<file path="src/core/spg_pkg.sv">
// package: register map, fields, resets and timing for serial port idle clock gating
`default_nettype none
package spg_pkg;
    // ****************************************
    // register indices and bus layout
    // ****************************************
    localparam logic [7:0] SPG_IDX_PORT_MODE = 8'h10;
    localparam logic [7:0] SPG_IDX_POWER_CTRL = 8'h11;
    localparam logic [7:0] SPG_IDX_TIMER_MODE = 8'h13;
    localparam int SPG_ADDR_W = 12;
    localparam int SPG_WORD_SHIFT = 2;
    // ****************************************
    // field positions
    // ****************************************
    localparam int SPG_POS_PORT_ENABLE = 7;
    localparam int SPG_POS_OSC_STOP = 6;
    localparam int SPG_POS_ADDR_SELECT = 5;
    localparam int SPG_POS_INPUT_MASK = 7;
    localparam int SPG_POS_TX_MASK = 6;
    localparam int SPG_POS_SCALE = 4;
    localparam int SPG_POS_TMO_LSB = 0;
    localparam int SPG_TMO_W = 4;
    localparam int SPG_POS_CNT_CLK_STOP = 0;
    // ****************************************
    // reset values
    // ****************************************
    localparam logic [7:0] SPG_RST_PORT_MODE = 8'h80;
    localparam logic [7:0] SPG_RST_POWER_CTRL = 8'h00;
    localparam logic [7:0] SPG_RST_TIMER_MODE = 8'h00;
    // ****************************************
    // serial port io windows and transmit buffer offset
    // ****************************************
    localparam logic [9:0] SPG_BASE_PRIMARY = 10'h3F8;
    localparam logic [9:0] SPG_BASE_SECONDARY = 10'h2F8;
    localparam int SPG_WIN_LSB = 3;
    localparam logic [2:0] SPG_TX_BUF_OFS = 3'h0;
    // ****************************************
    // timing
    // ****************************************
    localparam int SPG_CLK_HZ = 25000000;
    localparam int SPG_TICK_S = 1;
    localparam int SPG_TICK_CYCLES = SPG_TICK_S * SPG_CLK_HZ;
    localparam int SPG_LONG_SCALE = 8;
    localparam int SPG_PRESC_W = 25;
    localparam int SPG_SEC_W = 7;
    localparam int SPG_NUM_INPUTS = 5;
endpackage
`default_nettype wire

</file>
<file path="src/core/spg_top.sv">
// serial port configuration, idle clock stop and interval timer clock gate
// Contract
// select clear: 3F8-3FF and IRQ4, else 2F8/IRQ3
// stop uart clocks after programmed idle time
// zero timeout disables, nonzero enables idle timer
// scale clear one second, set eight seconds
// unmasked activity restarts timer and clocks
// falling modem/rx inputs retrigger unless masked
// transmit buffer writes retrigger unless masked
// counter clock stops in doze/sleep when set
// power control fields reset to zero
// port enable bit gates io decode
// oscillator stop bit disables crystal oscillator
`default_nettype none
module spg_top #(
    parameter int TICK_CYCLES = spg_pkg::SPG_TICK_CYCLES
) (
    // clock and reset
    input wire logic clk,
    input wire logic arst_n,
    // apb slave
    input wire logic psel,
    input wire logic penable,
    input wire logic pwrite,
    input wire logic [spg_pkg::SPG_ADDR_W-1:0] paddr,
    input wire logic [31:0] pwdata,
    input wire logic [3:0] pstrb,
    output logic [31:0] prdata,
    output logic pready,
    output logic pslverr,
    // cpu io cycle
    input wire logic [9:0] io_addr,
    input wire logic io_wr,
    input wire logic io_rd,
    input wire logic divisor_latch,
    // uart interrupt and serial pins
    input wire logic uart_irq,
    input wire logic rxd,
    input wire logic dcd_n,
    input wire logic ri_n,
    input wire logic dsr_n,
    input wire logic cts_n,
    // system power state
    input wire logic doze_sleep,
    // outputs
    output logic serial_port_cs,
    output logic irq3,
    output logic irq4,
    output logic uart_clk_en,
    output logic osc_en,
    output logic interval_timer_clk_en
);
    import spg_pkg::*;

    // ****************************************
    // state
    // ****************************************
    typedef struct packed {
        logic port_enable;
        logic osc_run;
        logic addr_select;
        logic input_mask;
        logic tx_mask;
        logic scale;
        logic [SPG_TMO_W-1:0] tmo;
        logic cnt_clk_stop;
        logic [31:0] rdata;
        logic ready;
        logic err;
        logic [SPG_NUM_INPUTS-1:0] sync1;
        logic [SPG_NUM_INPUTS-1:0] sync2;
        logic [SPG_NUM_INPUTS-1:0] sync3;
        logic [SPG_NUM_INPUTS-1:0] level;
        logic [SPG_PRESC_W-1:0] presc;
        logic [SPG_SEC_W-1:0] secs;
        logic run;
        logic cs;
        logic irq3;
        logic irq4;
        logic timer_clk_en;
    } spg_state_t;

    spg_state_t state_ff;
    spg_state_t nxt_state;

    // ****************************************
    // helpers
    // ****************************************
    function automatic logic [7:0] reg_index(input logic [SPG_ADDR_W-1:0] a);
        reg_index = 8'(a >> SPG_WORD_SHIFT);
    endfunction

    function automatic logic mapped(input logic [SPG_ADDR_W-1:0] a);
        logic [7:0] i;
        i = reg_index(a);
        mapped = (a[1:0] == 2'h0) && ((a >> SPG_WORD_SHIFT) == SPG_ADDR_W'(i)) &&
                 ((i == SPG_IDX_PORT_MODE) || (i == SPG_IDX_POWER_CTRL) || (i == SPG_IDX_TIMER_MODE));
    endfunction

    localparam logic [SPG_PRESC_W-1:0] PRESC_LAST = SPG_PRESC_W'(TICK_CYCLES - 1);

    logic [SPG_NUM_INPUTS-1:0] pins;
    logic [SPG_NUM_INPUTS-1:0] agree;
    logic [SPG_NUM_INPUTS-1:0] falls;
    logic access;
    logic [7:0] idx;
    logic [7:0] mode_rd;
    logic [7:0] pwr_rd;
    logic [7:0] tmr_rd;
    logic [9:0] base;
    logic io_hit;
    logic tx_write;
    logic retrigger;
    logic [SPG_SEC_W-1:0] limit;
    logic tick;
    logic first_cycle;
    logic wr_strobe;

    assign pins = {rxd, dcd_n, ri_n, dsr_n, cts_n};

    // ****************************************
    // input edge detection
    // ****************************************
    genvar g;
    generate
        for (g = 0; g < SPG_NUM_INPUTS; g++)
        begin : g_edge
            assign agree[g] = state_ff.sync2[g] == state_ff.sync3[g];
            assign falls[g] = agree[g] && !state_ff.sync3[g] && state_ff.level[g];
        end
    endgenerate

    // ****************************************
    // next state
    // ****************************************
    always_comb
    begin
        nxt_state = state_ff;
        access = psel && penable;
        idx = reg_index(paddr);
        mode_rd = 8'h00;
        mode_rd[SPG_POS_PORT_ENABLE] = state_ff.port_enable;
        mode_rd[SPG_POS_OSC_STOP] = !state_ff.osc_run;
        mode_rd[SPG_POS_ADDR_SELECT] = state_ff.addr_select;
        pwr_rd = 8'h00;
        pwr_rd[SPG_POS_INPUT_MASK] = state_ff.input_mask;
        pwr_rd[SPG_POS_TX_MASK] = state_ff.tx_mask;
        pwr_rd[SPG_POS_SCALE] = state_ff.scale;
        pwr_rd[SPG_POS_TMO_LSB +: SPG_TMO_W] = state_ff.tmo;
        tmr_rd = 8'h00;
        tmr_rd[SPG_POS_CNT_CLK_STOP] = state_ff.cnt_clk_stop;

        // ****************************************
        // apb: one wait cycle, then pready for one cycle
        // ****************************************
        first_cycle = access && !state_ff.ready;
        wr_strobe = access && state_ff.ready && pwrite && pstrb[0] && mapped(paddr);
        nxt_state.ready = first_cycle;
        nxt_state.err = first_cycle && !mapped(paddr);
        if (first_cycle)
        begin
            case (idx)
                SPG_IDX_PORT_MODE: nxt_state.rdata = {24'h000000, mode_rd};
                SPG_IDX_POWER_CTRL: nxt_state.rdata = {24'h000000, pwr_rd};
                SPG_IDX_TIMER_MODE: nxt_state.rdata = {24'h000000, tmr_rd};
                default: nxt_state.rdata = 32'h00000000;
            endcase
            if (!mapped(paddr) || pwrite)
            begin
                nxt_state.rdata = 32'h00000000;
            end
        end
        // ****************************************
        // register write
        // ****************************************
        if (wr_strobe)
        begin
            case (idx)
                SPG_IDX_PORT_MODE:
                begin
                    nxt_state.port_enable = pwdata[SPG_POS_PORT_ENABLE];
                    nxt_state.osc_run = !pwdata[SPG_POS_OSC_STOP];
                    nxt_state.addr_select = pwdata[SPG_POS_ADDR_SELECT];
                end
                SPG_IDX_POWER_CTRL:
                begin
                    nxt_state.input_mask = pwdata[SPG_POS_INPUT_MASK];
                    nxt_state.tx_mask = pwdata[SPG_POS_TX_MASK];
                    nxt_state.scale = pwdata[SPG_POS_SCALE];
                    nxt_state.tmo = pwdata[SPG_POS_TMO_LSB +: SPG_TMO_W];
                end
                SPG_IDX_TIMER_MODE:
                begin
                    nxt_state.cnt_clk_stop = pwdata[SPG_POS_CNT_CLK_STOP];
                end
                default:
                begin
                end
            endcase
        end

        // ****************************************
        // io window decode and interrupt routing
        // ****************************************
        base = state_ff.addr_select ? SPG_BASE_SECONDARY : SPG_BASE_PRIMARY;
        io_hit = state_ff.port_enable && (io_addr[9:SPG_WIN_LSB] == base[9:SPG_WIN_LSB]);
        nxt_state.cs = io_hit && (io_wr || io_rd);
        nxt_state.irq4 = state_ff.port_enable && !state_ff.addr_select && uart_irq;
        nxt_state.irq3 = state_ff.port_enable && state_ff.addr_select && uart_irq;
        tx_write = io_hit && io_wr && !divisor_latch && (io_addr[SPG_WIN_LSB-1:0] == SPG_TX_BUF_OFS);

        // ****************************************
        // pin synchronisers
        // ****************************************
        nxt_state.sync1 = pins;
        nxt_state.sync2 = state_ff.sync1;
        nxt_state.sync3 = state_ff.sync2;
        for (int i = 0; i < SPG_NUM_INPUTS; i++)
        begin
            if (agree[i])
            begin
                nxt_state.level[i] = state_ff.sync3[i];
            end
        end

        // ****************************************
        // activity timer
        // ****************************************
        retrigger = (!state_ff.input_mask && (falls != '0)) ||
                    (!state_ff.tx_mask && tx_write);
        limit = state_ff.scale ? SPG_SEC_W'(state_ff.tmo * SPG_LONG_SCALE) : SPG_SEC_W'(state_ff.tmo);
        tick = state_ff.presc == PRESC_LAST;
        if (state_ff.tmo == '0)
        begin
            nxt_state.presc = '0;
            nxt_state.secs = '0;
            nxt_state.run = 1'b1;
        end
        else if (retrigger)
        begin
            nxt_state.presc = '0;
            nxt_state.secs = '0;
            nxt_state.run = 1'b1;
        end
        else if (state_ff.run)
        begin
            nxt_state.presc = tick ? '0 : state_ff.presc + 1'b1;
            if (tick)
            begin
                nxt_state.secs = state_ff.secs + 1'b1;
                if (state_ff.secs + 1'b1 >= limit)
                begin
                    nxt_state.run = 1'b0;
                end
            end
        end
        nxt_state.timer_clk_en = !(state_ff.cnt_clk_stop && doze_sleep);
    end

    // ****************************************
    // registers
    // ****************************************
    always_ff @(posedge clk or negedge arst_n)
    begin
        if (!arst_n)
        begin
            state_ff <= '0;
            state_ff.port_enable <= SPG_RST_PORT_MODE[SPG_POS_PORT_ENABLE];
            state_ff.osc_run <= !SPG_RST_PORT_MODE[SPG_POS_OSC_STOP];
            state_ff.addr_select <= SPG_RST_PORT_MODE[SPG_POS_ADDR_SELECT];
            state_ff.input_mask <= SPG_RST_POWER_CTRL[SPG_POS_INPUT_MASK];
            state_ff.tx_mask <= SPG_RST_POWER_CTRL[SPG_POS_TX_MASK];
            state_ff.scale <= SPG_RST_POWER_CTRL[SPG_POS_SCALE];
            state_ff.tmo <= SPG_RST_POWER_CTRL[SPG_POS_TMO_LSB +: SPG_TMO_W];
            state_ff.cnt_clk_stop <= SPG_RST_TIMER_MODE[SPG_POS_CNT_CLK_STOP];
            state_ff.sync1 <= '1;
            state_ff.sync2 <= '1;
            state_ff.sync3 <= '1;
            state_ff.level <= '1;
            state_ff.timer_clk_en <= 1'b1;
            state_ff.run <= 1'b1;
        end
        else
        begin
            state_ff <= nxt_state;
        end
    end

    // ****************************************
    // outputs
    // ****************************************
    assign prdata = state_ff.rdata;
    assign pready = state_ff.ready;
    assign pslverr = state_ff.err;
    assign serial_port_cs = state_ff.cs;
    assign irq3 = state_ff.irq3;
    assign irq4 = state_ff.irq4;
    assign uart_clk_en = state_ff.run;
    assign osc_en = state_ff.osc_run;
    assign interval_timer_clk_en = state_ff.timer_clk_en;
endmodule
`default_nettype wire

</file>
<file path="config.mk">
export PLATFORM = sky130hd
export DESIGN_NAME = spg_top
export DESIGN_NICKNAME = d
export VERILOG_FILES = /design/src/core/spg_pkg.sv /design/src/core/spg_top.sv
export SDC_FILE = /design/constraint.sdc
export NUM_CORES = 1
export LEC_CHECK = 0
export ABC_AREA = 1
export BUFFER_PORTS_ARGS = -buffer_cell sky130_fd_sc_hd__buf_2
export CORE_MARGIN = 2
export CORE_UTILIZATION = 54
export CTS_BUF_LIST = sky130_fd_sc_hd__clkbuf_8 sky130_fd_sc_hd__clkbuf_16
export DETAILED_ROUTE_END_ITERATION = 12
export GPL_TIMING_DRIVEN = 1
export PLACE_DENSITY = 0.9
export SYNTH_ARGS = -nofsm -noshare
export SYNTH_HDL_FRONTEND = slang
export SYNTH_SLANG_ARGS = --single-unit
</file>
<file path="constraint.sdc">
create_clock -name clk -period 2.35 [get_ports clk]
set_input_delay 0.3525 -clock clk [delete_from_list [all_inputs] [get_ports clk]]
set_output_delay 0.3525 -clock clk [all_outputs]
set_load 0.05 [all_outputs]
</file>
==> flow_summary.ini <==
[hold_path]
hp-class = in2reg
worstHoldStart = dsr_n
hold_depth = 1

[synthesis]
avgSynthCellArea_sq_um = 7.446
synth_area_sq_mm = 0.004572
synthArstFlopShare_pct = 100.0
synth_seq_cells = 78
synth_warnings = 0
synthFlopType = dfrtp_1
synth_seq_area_share_pct = 43.35
netlist-cell-type-count = 34
synth-edff-count = 0
synth_cells = 614

[power]
power_frac_seq_pct = 50.7
cellLeakagePower_nw = 2.834
p_per_area_mw_per_mm2 = 595.5
swShare_pct = 30.46
p_int_mw = 2.095
vdd_ir_drop_max_mv = 0.3510
power_frac_comb_pct = 14.4
p_clk_share_pct = 34.9
netSwitchingPower_mw = 0.9175

[sta]
period_share_pct = 86.96
drv_slew = 0
final_hold_viol_count = 0
fmax_mhz = 489.4
hold_ws_ns = 0.07918
rsz0062_at_grt = false
max_slew.worst_pin.slew_ns = 0.5666
finalCriticalPeriod_ns = 2.043
fin_worst_skew_ns = 0.008299
setup_viol = 0
slew_headroom_pct = 62.23
fin_tns_setup_ns = 0

[finish]
nFillCells = 706
nets = 762
area_delta_synth_final_pct = 10.65
drive_gt1_share_pct = 17.21
diodes = 0

[outcome]
status = finished, final reports clean

[setup_path]
crit_chain = ha_1 > nand3_1 > nand3b_1 > xnor2_1 > ha_1 > a21oi_1 > o21a_1 > nand3_1 > a21oi_1
cp_max_fo = 5
crit_path_end_kind = flip-flop
crit_arrival_ns = 2.34
cpMaxStageDelayCell = dfrtp_1
startpoint = state_ff[5]
start_kind = flip-flop
required_ns = 2.64
worst_r2r_path_depth = 9
reg2reg_from = state_ff[5]
worst-path-stages = 9
path_class = reg2reg
critical-path-max-stage-delay_ns = 0.43
path_delay_family = adder cells
path_buf_inv = 0

[place]
port_buffers = 61
post-dp-hpwl_um = 7271
finalWeightedCongestion = 0.9206

[floorplan]
pin_count = 113
die_w_um = 96.02
fp.dieH_um = 96.02
core-area_sq_mm = 0.008217
rows = 33
start_util_pct = 55.64
dieArea_sq_mm = 0.009219

[routing]
via_per_inst = 5.045
antenna_left = 0
initialDrtViolationCount = 182
drt-met1-wl_um = 4134
drc = 0
highest_layer = met4
routedWlPerCell_um = 12.47
wl_met2_um = 4772
drtPass1Iterations = 5
dr_wl_met3_um = 613
dr_total_vias = 3960
drt-total-wl_um = 9788

[global_routing]
grt_usage_pct = 23.42
grt_pass1_wl_um = 16790
grt_pass1_vias = 3891
globalRouteOverflowTotal = 0
antenna_found_initial = 0
grt_max_degree = 43

[clocking]
path_clk_slew_ns = 0.08
cts_buffer_depth = 2
postCtsSetupRepairBufs = 0
cts_tree = built
cts_root_buf = clkbuf_8
htree_num_levels = 3
clk_latency_ns = 0.37
numCtsBuffers = 9
clock_sinks = 78
post_cts_resized = 0

[job]
max-cap-violations = 0
[area by class of cell]
class | instances | area, sq um | area share [%]
multi-input combinational | 447 | 2110 | 41.70
sequential | 78 | 1982 | 39.18
timing repair buffer | 65 | 352.8 | 6.975
inverter | 74 | 277.8 | 5.491
clock buffer | 10 | 137.6 | 2.721
tap | 105 | 131.4 | 2.597
clock inverter | 6 | 67.56 | 1.336
[metrics by stage]
step / util [%] / worst slack (ns) / instance area [sq um] / std cells / power, mW
6_report: 61.57 / 0.3065 / 5059 / 785 / 3.013
5_1_grt: 61.57 / 0.1025 / 5059 / 785 / 3.165
4_1_cts: 61.57 / 0.3138 / 5059 / 785 / 3.039
3_5_place_dp: 58.95 / 0.3373 / 4843 / 768 / 1.979
3_3_place_gp: 58.95 / 0.4027 / 4843 / 768 / 1.957
2_1_floorplan: - / 0.5575 / 4658 / 637 / 1.869
[logic make-up (layout without fill, tap and decap cells)]
group / count (synthesis) / in the layout / synth area share [%]
flops: 78 / 78 / 43.35
buf+inv: 112 / 155 / 12.40
compound gates: 35 / 35 / 4.160
xor+xnor: 15 / 15 / 2.873
fa+ha+maj: 14 / 14 / 3.831
simple gates: 359 / 359 / 33.31
other cells: 1 / 24 / 0.08202
[power by group through the flow]
| stage | Clock, mW | Combinational, mW | Sequential, mW |
|---|---|---|---|
| floorplan | 0 | 0.331 | 1.54 |
| global placement | 0 | 0.415 | 1.54 |
| detailed placement | 0 | 0.431 | 1.55 |
| CTS | 1.08 | 0.438 | 1.53 |
| global route | 1.13 | 0.493 | 1.54 |
| finish | 1.05 | 0.433 | 1.53 |
[cells in the mapped netlist (2+ instances only)]
master	instances	area, sq um
nor2_2	4	25.02
dfrtp_1	54	1351
nand3_1	44	220.2
nor3_1	7	35.03
nand3_2	2	20.02
buf_6	2	22.52
dfstp_2	24	630.6
inv_1	71	266.5
xnor2_1	4	35.03
ha_1	14	175.2
nand4_1	6	37.54
nand3b_1	5	37.54
nand2_1	223	837.1
xor2_1	11	96.34
buf_4	35	262.8
o21ai_0	24	120.1
clkinv_1	2	7.510
a21oi_1	5	25.02
nor2_1	62	232.7
[timing repair]
| action | CTS | global route |
|---|---|---|
| endpoints found under the setup margin | 0 | 0 |
| hold endpoints to repair | 17 | 0 |
| hold buffers | 1 | 0 |
[path summary, 6_finish.rpt]
check / endpoint / slack (ns)
hold reg to reg: nxt_state[42] / 0.36
setup reg to reg: uart_clk_en / 0.31
hold / removal: nxt_state[48] / 0.08
setup / recovery: uart_clk_en / 0.31
max in group asynchronous: state_ff[39] / 1.16
min in group asynchronous: prdata[4] / 0.53
[cell usage in the layout, fill, tap and decap left out, types with 4 or more instances in the layout]
cell type,netlist,layout
inv_1,71,71
nand3b_1,5,5
a21oi_1,5,5
dfstp_2,24,24
xnor2_1,4,4
buf_2,0,60
xor2_1,11,11
dfrtp_1,54,54
nand2_1,223,223
conb_1,1,24
ha_1,14,14
nor2_2,4,4
nor3_1,7,7
nand3_1,44,44
nor2_1,62,62
clkbuf_8,0,10
nand4_1,6,6
o21ai_0,24,24
[sequential cells by signal, indices dropped and copies added (netlist names), 2 cells and up]
signal     count
mode_rd        2
nxt_state     10
prdata         8
pwr_rd         7
state_ff      43
[routing by layer]
layer	track usage, %	up-vias
met5	0	-
met4	10.60	0
met3	4.385	26
met2	41.67	149
met1	27.21	1812
li1	-	1973
No activity file was read; power rests on OpenSTA's default activity.
